**config.mk**
```make
export PLATFORM = sky130hd
export DESIGN_NAME = dee_ctrl
export DESIGN_NICKNAME = d
export VERILOG_FILES = /design/src/rtl/dee_pkg.sv /design/src/rtl/dee_ctrl.sv
export SDC_FILE = /design/constraint.sdc
export NUM_CORES = 2
export LEC_CHECK = 0
export BUFFER_PORTS_ARGS = -buffer_cell sky130_fd_sc_hd__buf_4
export CAP_MARGIN = 5
export CORE_UTILIZATION = 50
export DETAILED_ROUTE_END_ITERATION = 10
export GPL_TIMING_DRIVEN = 0
export PLACE_DENSITY_LB_ADDON = 0.3
export SYNTH_ARGS = -nofsm -noshare
export SYNTH_HDL_FRONTEND = slang
export SYNTH_SLANG_ARGS = --single-unit
```
**constraint.sdc**
```tcl
create_clock -name hclk -period 4 [get_ports hclk]
set_clock_uncertainty 0.2 [all_clocks]
set_input_delay 0.8 -clock hclk [delete_from_list [all_inputs] [get_ports hclk]]
set_output_delay 0.8 -clock hclk [all_outputs]
set_load 0.01 [all_outputs]
```
**src/rtl/dee_pkg.sv**
```systemverilog
// Package: register map, field positions and constants for the data EEPROM controller
package dee_pkg;
  localparam logic [31:0] DEE_CSR_OFFSET = 32'h0000_0030;
  localparam logic [31:0] DEE_ARRAY_BASE = 32'h0000_1000;
  localparam int DEE_ARRAY_BYTES = 128;
  localparam int DEE_ROW_BYTES = 32;
  localparam int DEE_CSR_PGM_BIT = 0;
  localparam int DEE_CSR_LAT_BIT = 1;
  localparam logic [7:0] DEE_CSR_RESET = 8'h00;
  localparam int DEE_CLK_MHZ = 125;
  localparam int DEE_PROG_TIME_US = 3;
  localparam int DEE_PROG_CYCLES = DEE_PROG_TIME_US * DEE_CLK_MHZ;
  localparam logic [1:0] DEE_HTRANS_NONSEQ = 2'b10;
  typedef enum logic [1:0] {DEE_IDLE, DEE_PROG, DEE_ERASE, DEE_STOP} dee_state_t;
  typedef struct packed {
    logic lat;
    logic pgm;
  } dee_csr_t;
endpackage : dee_pkg

```
**src/rtl/dee_ctrl.sv**
```systemverilog
// Data EEPROM write controller with AHB-Lite register and array access
//
// Chosen here: the AHB-Lite register port.
`timescale 1ns/1ps
module dee_ctrl import dee_pkg::*; #(
  parameter int PROG_CYCLES = DEE_PROG_CYCLES,
  parameter int ARRAY_BYTES = DEE_ARRAY_BYTES
) (
  input wire logic hclk,
  input wire logic hresetn,
  input wire logic hsel,
  input wire logic [31:0] haddr,
  input wire logic [1:0] htrans,
  input wire logic hwrite,
  input wire logic [2:0] hsize,
  input wire logic [31:0] hwdata,
  input wire logic hready,
  output logic [31:0] hrdata,
  output logic hrdata_en,
  output logic hreadyout,
  output logic hresp,
  input wire logic wait_req,
  input wire logic halt_req,
  input wire logic readout_protect,
  input wire logic protect_remove,
  output logic wait_ack,
  output logic halted,
  output logic prog_busy
);
  localparam int AW = $clog2(ARRAY_BYTES);
  localparam int CW = $clog2(PROG_CYCLES + 1);
  localparam int NROWS = ARRAY_BYTES / DEE_ROW_BYTES;

  initial begin
    if (PROG_CYCLES < 1 || ARRAY_BYTES < DEE_ROW_BYTES || ARRAY_BYTES % DEE_ROW_BYTES != 0)
      $error("dee_ctrl: unsupported parameters");
  end

  logic [7:0] mem [ARRAY_BYTES];
  logic [7:0] latch_r [DEE_ROW_BYTES];
  logic [DEE_ROW_BYTES-1:0] loaded_r;
  logic [AW-6:0] row_r;
  dee_csr_t csr_r;
  dee_state_t state_r;
  logic [CW-1:0] cnt_r;
  logic [AW-1:0] erase_idx_r;
  logic lat_q_r;

  // Data-phase capture of the address phase
  logic dp_valid_r, dp_write_r, dp_csr_r, dp_arr_r;
  logic [AW-1:0] dp_addr_r;

  logic take;
  logic sel_csr, sel_arr;
  logic prog_done;
  logic csr_wr, arr_wr;
  logic lat_fall;

  assign take = hsel && hready && htrans == DEE_HTRANS_NONSEQ;
  assign sel_csr = haddr[31:2] == DEE_CSR_OFFSET[31:2];
  assign sel_arr = haddr >= DEE_ARRAY_BASE && haddr < DEE_ARRAY_BASE + 32'(ARRAY_BYTES);

  always_ff @(posedge hclk or negedge hresetn) begin
    if (!hresetn) begin
      dp_valid_r <= 1'b0;
      dp_write_r <= 1'b0;
      dp_csr_r <= 1'b0;
      dp_arr_r <= 1'b0;
      dp_addr_r <= '0;
    end else if (hready) begin
      dp_valid_r <= take;
      dp_write_r <= hwrite;
      dp_csr_r <= take && sel_csr;
      dp_arr_r <= take && sel_arr;
      dp_addr_r <= haddr[AW-1:0];
    end
  end

  // Zero-wait slave, always OKAY
  assign hreadyout = 1'b1;
  assign hresp = 1'b0;

  assign csr_wr = dp_valid_r && dp_write_r && dp_csr_r;
  // Halt abandons programming, and bus writes to the array are dropped too
  assign arr_wr = dp_valid_r && dp_write_r && dp_arr_r && csr_r.lat && !csr_r.pgm
                  && !readout_protect && !halt_req;
  assign prog_done = state_r == DEE_PROG && cnt_r == CW'(PROG_CYCLES - 1);

  // Control/status register
  always_ff @(posedge hclk or negedge hresetn) begin
    if (!hresetn) begin
      csr_r <= dee_csr_t'(DEE_CSR_RESET[1:0]);
    end else if (prog_done || halt_req && csr_r.pgm) begin
      csr_r.pgm <= 1'b0;
      csr_r.lat <= 1'b0;
    end else if (csr_wr) begin
      // Hardware end-of-cycle above wins over a same-cycle write
      csr_r.pgm <= hwdata[DEE_CSR_PGM_BIT] && !readout_protect;
      if (hwdata[DEE_CSR_LAT_BIT] || !csr_r.pgm)
        csr_r.lat <= hwdata[DEE_CSR_LAT_BIT];
    end
  end

  always_ff @(posedge hclk or negedge hresetn) begin
    if (!hresetn)
      lat_q_r <= 1'b0;
    else
      lat_q_r <= csr_r.lat;
  end
  assign lat_fall = lat_q_r && !csr_r.lat;

  // Row latches; cleared only by reset, cycle end or latch-mode falling edge
  genvar gi;
  generate
    for (gi = 0; gi < DEE_ROW_BYTES; gi++) begin : g_latch
      always_ff @(posedge hclk or negedge hresetn) begin
        if (!hresetn) begin
          latch_r[gi] <= 8'hff;
          loaded_r[gi] <= 1'b0;
        end else if (prog_done || lat_fall) begin
          latch_r[gi] <= 8'hff;
          loaded_r[gi] <= 1'b0;
        end else if (arr_wr && dp_addr_r[4:0] == 5'(gi)) begin
          latch_r[gi] <= loaded_r[gi] ? latch_r[gi] & hwdata[7:0] : hwdata[7:0];
          loaded_r[gi] <= 1'b1;
        end
      end
    end
  endgenerate

  always_ff @(posedge hclk or negedge hresetn) begin
    if (!hresetn)
      row_r <= '0;
    else if (arr_wr)
      row_r <= dp_addr_r[AW-1:5];
  end

  // Sequencer: programming, erase on protection removal, halt
  always_ff @(posedge hclk or negedge hresetn) begin
    if (!hresetn) begin
      state_r <= DEE_IDLE;
      cnt_r <= '0;
      erase_idx_r <= '0;
    end else begin
      case (state_r)
        DEE_IDLE: begin
          cnt_r <= '0;
          if (halt_req)
            state_r <= DEE_STOP;
          else if (protect_remove) begin
            erase_idx_r <= '0;
            state_r <= DEE_ERASE;
          end else if (csr_r.pgm)
            state_r <= DEE_PROG;
        end
        DEE_PROG: begin
          cnt_r <= cnt_r + CW'(1);
          if (halt_req)
            state_r <= DEE_STOP;
          else if (prog_done || !csr_r.pgm)
            state_r <= DEE_IDLE;
        end
        DEE_ERASE: begin
          erase_idx_r <= erase_idx_r + AW'(1);
          if (erase_idx_r == AW'(ARRAY_BYTES - 1))
            state_r <= DEE_IDLE;
        end
        DEE_STOP: begin
          if (!halt_req)
            state_r <= DEE_IDLE;
        end
        default: state_r <= DEE_IDLE;
      endcase
    end
  end

  // Array cells; a reset or halt mid-cycle simply loses the update
  always_ff @(posedge hclk) begin
    if (state_r == DEE_ERASE)
      mem[erase_idx_r] <= 8'hff;
    else if (prog_done && !halt_req) begin
      for (int i = 0; i < DEE_ROW_BYTES; i++) begin
        if (loaded_r[i])
          mem[{row_r, 5'(i)}] <= latch_r[i];
      end
    end
  end

  // Read data: latches never reach hrdata
  always_comb begin
    hrdata = 32'h0000_0000;
    hrdata_en = 1'b0;
    if (dp_valid_r && !dp_write_r) begin
      if (dp_csr_r) begin
        hrdata = {30'h0, csr_r.lat, csr_r.pgm};
        hrdata_en = 1'b1;
      end else if (dp_arr_r && !csr_r.lat && !readout_protect) begin
        hrdata = {24'h0, mem[dp_addr_r]};
        hrdata_en = 1'b1;
      end
      // Latch mode set: bus left undriven
    end
  end

  assign wait_ack = wait_req && state_r == DEE_IDLE && !csr_r.pgm;
  assign halted = state_r == DEE_STOP;
  assign prog_busy = csr_r.pgm;

  // Independent cycle count so the length checks do not trust cnt_r
  logic [CW:0] len_r;
  always_ff @(posedge hclk or negedge hresetn) begin
    if (!hresetn)
      len_r <= '0;
    else if (state_r == DEE_PROG)
      len_r <= len_r + (CW+1)'(1);
    else
      len_r <= '0;
  end

  a_done_clears: assert property (@(posedge hclk) disable iff (!hresetn)
    prog_done && !halt_req |=> !csr_r.pgm && !csr_r.lat)
    else $error("cycle end did not clear control bits");
  a_cycle_len: assert property (@(posedge hclk) disable iff (!hresetn)
    state_r == DEE_PROG && csr_r.pgm && !halt_req && !csr_wr
    && len_r < (CW+1)'(PROG_CYCLES - 1) |=> csr_r.pgm)
    else $error("programming cycle ended early");
  a_cnt_bound: assert property (@(posedge hclk) disable iff (!hresetn)
    state_r == DEE_PROG |-> cnt_r < CW'(PROG_CYCLES))
    else $error("cycle counter overran");
  a_no_read_lat: assert property (@(posedge hclk) disable iff (!hresetn)
    dp_valid_r && !dp_write_r && dp_arr_r && csr_r.lat |-> !hrdata_en)
    else $error("array read driven in latch mode");
  a_csr_upper: assert property (@(posedge hclk) disable iff (!hresetn)
    hrdata_en && dp_csr_r |-> hrdata[31:2] == 30'h0)
    else $error("reserved bits not zero");
  a_ignore_wr: assert property (@(posedge hclk) disable iff (!hresetn)
    dp_valid_r && dp_write_r && dp_arr_r && !csr_r.lat && !prog_done && !lat_fall
    |=> $stable(loaded_r))
    else $error("write captured in read mode");
  a_lat_hold: assert property (@(posedge hclk) disable iff (!hresetn)
    csr_wr && !hwdata[DEE_CSR_LAT_BIT] && csr_r.pgm && csr_r.lat && !prog_done
    && !halt_req |=> csr_r.lat)
    else $error("latch-mode cleared while programming");
  a_lat_fall_clr: assert property (@(posedge hclk) disable iff (!hresetn)
    lat_fall |=> loaded_r == '0)
    else $error("latches kept after latch-mode fall");
  a_halt_stop: assert property (@(posedge hclk) disable iff (!hresetn)
    halt_req && state_r == DEE_PROG |=> state_r == DEE_STOP && !csr_r.pgm)
    else $error("halt did not abandon programming");
  a_wait_busy: assert property (@(posedge hclk) disable iff (!hresetn)
    csr_r.pgm |-> !wait_ack)
    else $error("wait granted while programming");

  // Sequencer, erase and cell update
  a_cycle_end: assert property (@(posedge hclk) disable iff (!hresetn)
    state_r == DEE_PROG && csr_r.pgm && !halt_req && len_r == (CW+1)'(PROG_CYCLES - 1)
    |=> !csr_r.pgm && state_r == DEE_IDLE)
    else $error("programming cycle did not end on time");
  a_cnt_step: assert property (@(posedge hclk) disable iff (!hresetn)
    state_r == DEE_PROG && csr_r.pgm && !halt_req && !prog_done
    |=> cnt_r == $past(cnt_r) + CW'(1))
    else $error("cycle counter did not advance");
  a_pgm_start: assert property (@(posedge hclk) disable iff (!hresetn)
    state_r == DEE_IDLE && csr_r.pgm && !halt_req && !protect_remove
    |=> state_r == DEE_PROG)
    else $error("programming did not start");
  a_pgm_busy: assert property (@(posedge hclk) disable iff (!hresetn)
    state_r == DEE_PROG && csr_r.pgm && !halt_req && !prog_done && !csr_wr
    |=> csr_r.pgm)
    else $error("program-start dropped while running");
  a_abort_idle: assert property (@(posedge hclk) disable iff (!hresetn)
    state_r == DEE_PROG && !csr_r.pgm && !halt_req
    |=> state_r == DEE_IDLE)
    else $error("software abort not honoured");
  a_halt_idle: assert property (@(posedge hclk) disable iff (!hresetn)
    halt_req && state_r == DEE_IDLE
    |=> state_r == DEE_STOP)
    else $error("halt not entered from idle");
  a_stop_hold: assert property (@(posedge hclk) disable iff (!hresetn)
    state_r == DEE_STOP && halt_req
    |=> state_r == DEE_STOP)
    else $error("left halt while still requested");
  a_wait_after: assert property (@(posedge hclk) disable iff (!hresetn)
    prog_done && !halt_req ##1 wait_req
    |-> wait_ack)
    else $error("wait not granted after cycle end");
  a_erase_start: assert property (@(posedge hclk) disable iff (!hresetn)
    state_r == DEE_IDLE && protect_remove && !halt_req
    |=> state_r == DEE_ERASE)
    else $error("erase did not start");
  a_erase_len: assert property (@(posedge hclk) disable iff (!hresetn)
    state_r == DEE_ERASE && erase_idx_r == AW'(ARRAY_BYTES - 1)
    |=> state_r == DEE_IDLE)
    else $error("erase did not end at last byte");
  a_erase_cell: assert property (@(posedge hclk) disable iff (!hresetn)
    state_r == DEE_ERASE
    |=> mem[$past(erase_idx_r)] == 8'hff)
    else $error("erased cell not blank");
  a_cell_write: assert property (@(posedge hclk) disable iff (!hresetn)
    prog_done && !halt_req && loaded_r[5]
    |=> mem[{$past(row_r), 5'(5)}] == $past(latch_r[5]))
    else $error("loaded latch not programmed");

  // Bus side and latches
  a_rd_mode_drive: assert property (@(posedge hclk) disable iff (!hresetn)
    dp_valid_r && !dp_write_r && dp_arr_r && !csr_r.lat && !readout_protect
    |-> hrdata_en)
    else $error("read-mode array read not driven");
  a_prot_no_read: assert property (@(posedge hclk) disable iff (!hresetn)
    dp_valid_r && !dp_write_r && dp_arr_r && readout_protect
    |-> !hrdata_en)
    else $error("protected array read driven");
  a_unmapped_quiet: assert property (@(posedge hclk) disable iff (!hresetn)
    dp_valid_r && !dp_write_r && !dp_csr_r && !dp_arr_r
    |-> !hrdata_en && hrdata == 32'h0000_0000)
    else $error("unmapped read returned data");
  a_prot_no_latch: assert property (@(posedge hclk) disable iff (!hresetn)
    dp_valid_r && dp_write_r && dp_arr_r && readout_protect && !prog_done && !lat_fall
    |=> $stable(loaded_r))
    else $error("protected write captured");
  a_latch_load: assert property (@(posedge hclk) disable iff (!hresetn)
    arr_wr && !prog_done && !lat_fall
    |=> loaded_r[$past(dp_addr_r[4:0])])
    else $error("write-mode byte not latched");
  a_and_merge: assert property (@(posedge hclk) disable iff (!hresetn)
    arr_wr && loaded_r[dp_addr_r[4:0]] && !prog_done && !lat_fall
    |=> latch_r[$past(dp_addr_r[4:0])]
        == ($past(latch_r[dp_addr_r[4:0]]) & $past(hwdata[7:0])))
    else $error("repeated write not merged by AND");
  a_row_take: assert property (@(posedge hclk) disable iff (!hresetn)
    arr_wr
    |=> row_r == $past(dp_addr_r[AW-1:5]))
    else $error("row not taken from last write");
  a_done_clr_latch: assert property (@(posedge hclk) disable iff (!hresetn)
    prog_done
    |=> loaded_r == '0)
    else $error("latches kept after cycle end");
  a_latch_keep: assert property (@(posedge hclk) disable iff (!hresetn)
    !prog_done && !lat_fall && !arr_wr
    |=> $stable(loaded_r))
    else $error("latches changed without cause");
  a_arr_halt_drop: assert property (@(posedge hclk) disable iff (!hresetn)
    dp_valid_r && dp_write_r && dp_arr_r && halt_req && !prog_done && !lat_fall
    |=> $stable(loaded_r))
    else $error("write captured during halt");
  a_pgm_locked_wr: assert property (@(posedge hclk) disable iff (!hresetn)
    dp_valid_r && dp_write_r && dp_arr_r && csr_r.pgm && !prog_done && !lat_fall
    |=> $stable(loaded_r))
    else $error("write captured while programming");
  a_lat_set: assert property (@(posedge hclk) disable iff (!hresetn)
    csr_wr && hwdata[DEE_CSR_LAT_BIT] && !prog_done && !(halt_req && csr_r.pgm)
    |=> csr_r.lat)
    else $error("latch-mode not set by write");
  a_prot_no_pgm: assert property (@(posedge hclk) disable iff (!hresetn)
    csr_wr && readout_protect && !csr_r.pgm
    |=> !csr_r.pgm)
    else $error("programming started under protection");
  c_prog: cover property (@(posedge hclk) disable iff (!hresetn) prog_done);
  c_and: cover property (@(posedge hclk) disable iff (!hresetn)
    arr_wr && loaded_r[dp_addr_r[4:0]]);
  c_halt: cover property (@(posedge hclk) disable iff (!hresetn)
    halt_req && state_r == DEE_PROG);
  c_wait: cover property (@(posedge hclk) disable iff (!hresetn) wait_ack);
  c_erase: cover property (@(posedge hclk) disable iff (!hresetn)
    state_r == DEE_ERASE);
endmodule : dee_ctrl

```
==> results_dict.tcl <==
set metrics [dict create \
    status "finished, violations left" \
    violations "max-capacitance violations, max-slew violations, negative setup slack" \
    cts-root-buf "clkbuf_16" \
    clkPwrFrac_pct 39.4 \
    cts_buffers 141 \
    num-fill-cells 9157 \
    synth_top_area_share_pct 51.44 \
    synth_edf_count 1024 \
    globalRouteTotalUtil_pct 45.38 \
    crit_arrival_ps 4010 \
    drive_gt1_share_pct 28.39 \
    place_worst_setup_slack_ps -2783 \
    min_path_type "primary input to register" \
    setup_viol_count_final 155 \
    portBuffers 60 \
    synthFlopType "edfxtp_1" \
    wl_per_cell_um 42.34 \
    reg2reg_depth 5 \
    leakagePower_nw 21.92 \
    slew_violations 9 \
    ioPinCount 116 \
    pwr-share-comb_pct 15.0 \
    dp_cells 6120 \
    synth.distinct_cells 67 \
    slowest_delay_ps 580 \
    dieArea_mm2 0.1209 \
    synth_cells 4445 \
    antenna_found_initial 20 \
    finalCritPeriodShare_pct 125.3 \
    start_kind "register" \
    drt_pass1_iterations 9 \
    antenna_left 0 \
    hold_viol_final 0 \
    yosysSeqAreaShare_pct 65.46 \
    whs_path_depth 2 \
    gp_congestion 1.098 \
    h-tree-depth 4 \
    yosysTopAreaCell "edfxtp_1" \
    drt_drc_violations_left 0 \
    die_w_um 347.8 \
    relSlewSlack_pct -7.520 \
    drtIter0Drc 8940 \
    critPathSlowestCell "a211oi_4" \
    post-route-util_pct 60.36 \
    total_power_mw 33.92 \
    dp_hpwl_um 197400 \
    path_cells "buf_12, buf_16, buf_16, buf_16, buf_8, mux4_2, mux2i_1, a211oi_4, nand3_4, a32oi_4, buf_6" \
    vdd_drop_max_mv 0.4425 \
    ys.warnings.count 0 \
    nets 4925 \
    grt_pass1_vias 42905 \
    power.density_mw_per_mm2 475.3 \
    critical_path_class "register to output pin" \
    timing.fmax_mhz 199.6 \
    clkSinkCount 1346 \
    power_switching_share_pct 27.76 \
    ys_ff_latch 1346 \
    via_per_inst 7.075 \
    cts_tree "done" \
    cts.clk_slew.worst_paths_ps 60 \
    multi_input_area_mm2 0.02026 \
    rows 126 \
    design_area_mm2 0.07136 \
    post_dp_cell_area_mm2 0.06287 \
    final_cells 6516 \
    grt_max_degree 114 \
    drv_cap 2 \
    p_int_mw 24.51 \
    min_period_ps 5011 \
    syn-cell-area_mm2 0.05977 \
    timing.hold.ws_ps 50.17 \
    synth_most_common_cell "nand2_1" \
    fin_setup_tns_ps -10820 \
    cp_common_cell "buf_16" \
    via_count 46103 \
    core_mm2 0.1182 \
    grt_pass1_wl_um 363100 \
    initial_core_util_pct 50.55 \
    required_ps 3000 \
    syn_avg_cell_area_um2 13.45 \
    cts_buffer_depth 3 \
    worst_slew_pin_slew_ps 1600 \
    p_seq_share_pct 45.6 \
    wirelength_um 275900 \
    endpoint_kind "output pin" \
    gr-total-overflow 0 \
    seqCellArea_mm2 0.03913 \
    clock_latency_ps 780 \
    setup_ws_ps -1011 \
    async_flop_share_pct 23.92 \
    synth_area_leaders "edfxtp_1, dfstp_2, mux4_2, nand2_1, o22a_1" \
    synth_common_cells "nand2_1, edfxtp_1, nor2b_1" \
    p_switching_mw 9.416 \
    rsz0062_at_grt "true" \
    cp_max_fo 10 \
    synthToLayoutAreaGrowth_pct 19.39 \
    die_h_um 347.8 \
]
==> kinds of logic after synthesis <==
group,share of synthesized area [%]
compound gates,8.273
simple gates,12.61
fa+ha+maj,0.06280
buf+inv,2.891
mux,10.69
flops,65.46
other cells,0.01256
==> placed cells by master (no fill, tap or decap), types with 11 or more instances in the layout <==
| master | count |
|---|---|
| a21oi_1 | 29 |
| a22o_1 | 36 |
| a22o_2 | 48 |
| a22oi_1 | 38 |
| a22oi_2 | 13 |
| a31oi_1 | 12 |
| buf_12 | 44 |
| buf_16 | 42 |
| buf_2 | 104 |
| buf_4 | 197 |
| buf_6 | 35 |
| buf_8 | 14 |
| bufinv_16 | 11 |
| clkbuf_1 | 130 |
| clkbuf_16 | 151 |
| clkbuf_2 | 21 |
| clkbuf_4 | 14 |
| clkbuf_8 | 12 |
| clkinv_1 | 24 |
| clkinv_2 | 23 |
| conb_1 | 26 |
| dfrtp_1 | 63 |
| dfstp_2 | 256 |
| diode_2 | 20 |
| edfxtp_1 | 1024 |
| mux2_2 | 23 |
| mux2i_1 | 108 |
| mux2i_2 | 17 |
| mux2i_4 | 16 |
| mux4_2 | 208 |
| nand2_1 | 1184 |
| nand2b_1 | 20 |
| nand3_1 | 18 |
| nor2_1 | 101 |
| nor2b_1 | 281 |
| o21ai_0 | 28 |
| o21ai_1 | 33 |
| o21ai_2 | 29 |
| o22a_1 | 257 |
| o31ai_1 | 22 |
==> worst max-delay path: cells and delay by family (launching register included) <==
kind            cells  cell delay [ps]
compound gates      2             1020
simple gates        1              210
flops               1              420
mux                 2              420
buf+inv             6             1070
==> registers in the layout, indices dropped and copies added (netlist names), 2 cells and up <==
register / flops
mem: 1024
latch_r: 256
cnt_r: 9
row_r: 2
state_r: 2
dp_addr_r: 7
erase_idx_r: 7
loaded_r: 32
==> final cells by class <==
cell class | instances | share of cell area (%)
Sequential cell | 1346 | 54.83
Clock buffer | 191 | 5.504
Tap cell | 1536 | 2.693
Antenna cell | 20 | 0.07013
Buffer | 349 | 4.192
Clock inverter | 68 | 0.9029
Multi-Input combinational cell | 2763 | 28.38
Inverter | 9 | 0.04734
Timing Repair Buffer | 234 | 3.373
==> metal layers <==
| metal | part of all wire [%] | wire (µm) | track usage, % |
|---|---|---|---|
| met4 | 8.3 | 22830 | 29.96 |
| met3 | 18 | 50780 | 22.85 |
| met2 | 40 | 110100 | 61.07 |
| met5 | 0.084 | 233 | 0.08003 |
| met1 | 33 | 91910 | 57.24 |
==> final timing paths <==
| path | from | to | slack [ps] |
|---|---|---|---|
| hold reg to reg | dp_write_r | dp_write_r | 330 |
| setup / recovery | dp_addr_r[1] | hrdata[4] | -1010 |
| hold / removal | hwrite | dp_write_r | 50 |
| max in group asynchronous | hresetn | latch_r[50] | 1920 |
| min in group asynchronous | hresetn | loaded_r[0] | 460 |
| setup reg to reg | erase_idx_r[0] | mem[68][2] | -60 |
==> what timing repair did <==
action                                  CTS  global route
setup buffers                            85            28
setup endpoints to repair              1020           576
hold buffers                              1             0
pin swaps                                38            29
endpoints found under the hold margin    37             0
gates cloned                              1             2
gates resized for setup                 545            96
==> power by group through the flow <==
stage | combinational [mW] | sequential (mW) | clock (mW)
after detailed placement | 3.85 | 15.7 | 0
after global placement | 3.76 | 15.7 | 0
after CTS | 4.57 | 15.5 | 13.2
final | 5.08 | 15.5 | 13.4
after floorplan | 1.80 | 15.7 | 0
after global routing | 4.92 | 15.5 | 13.7
Power figures use the tool's default switching activity.
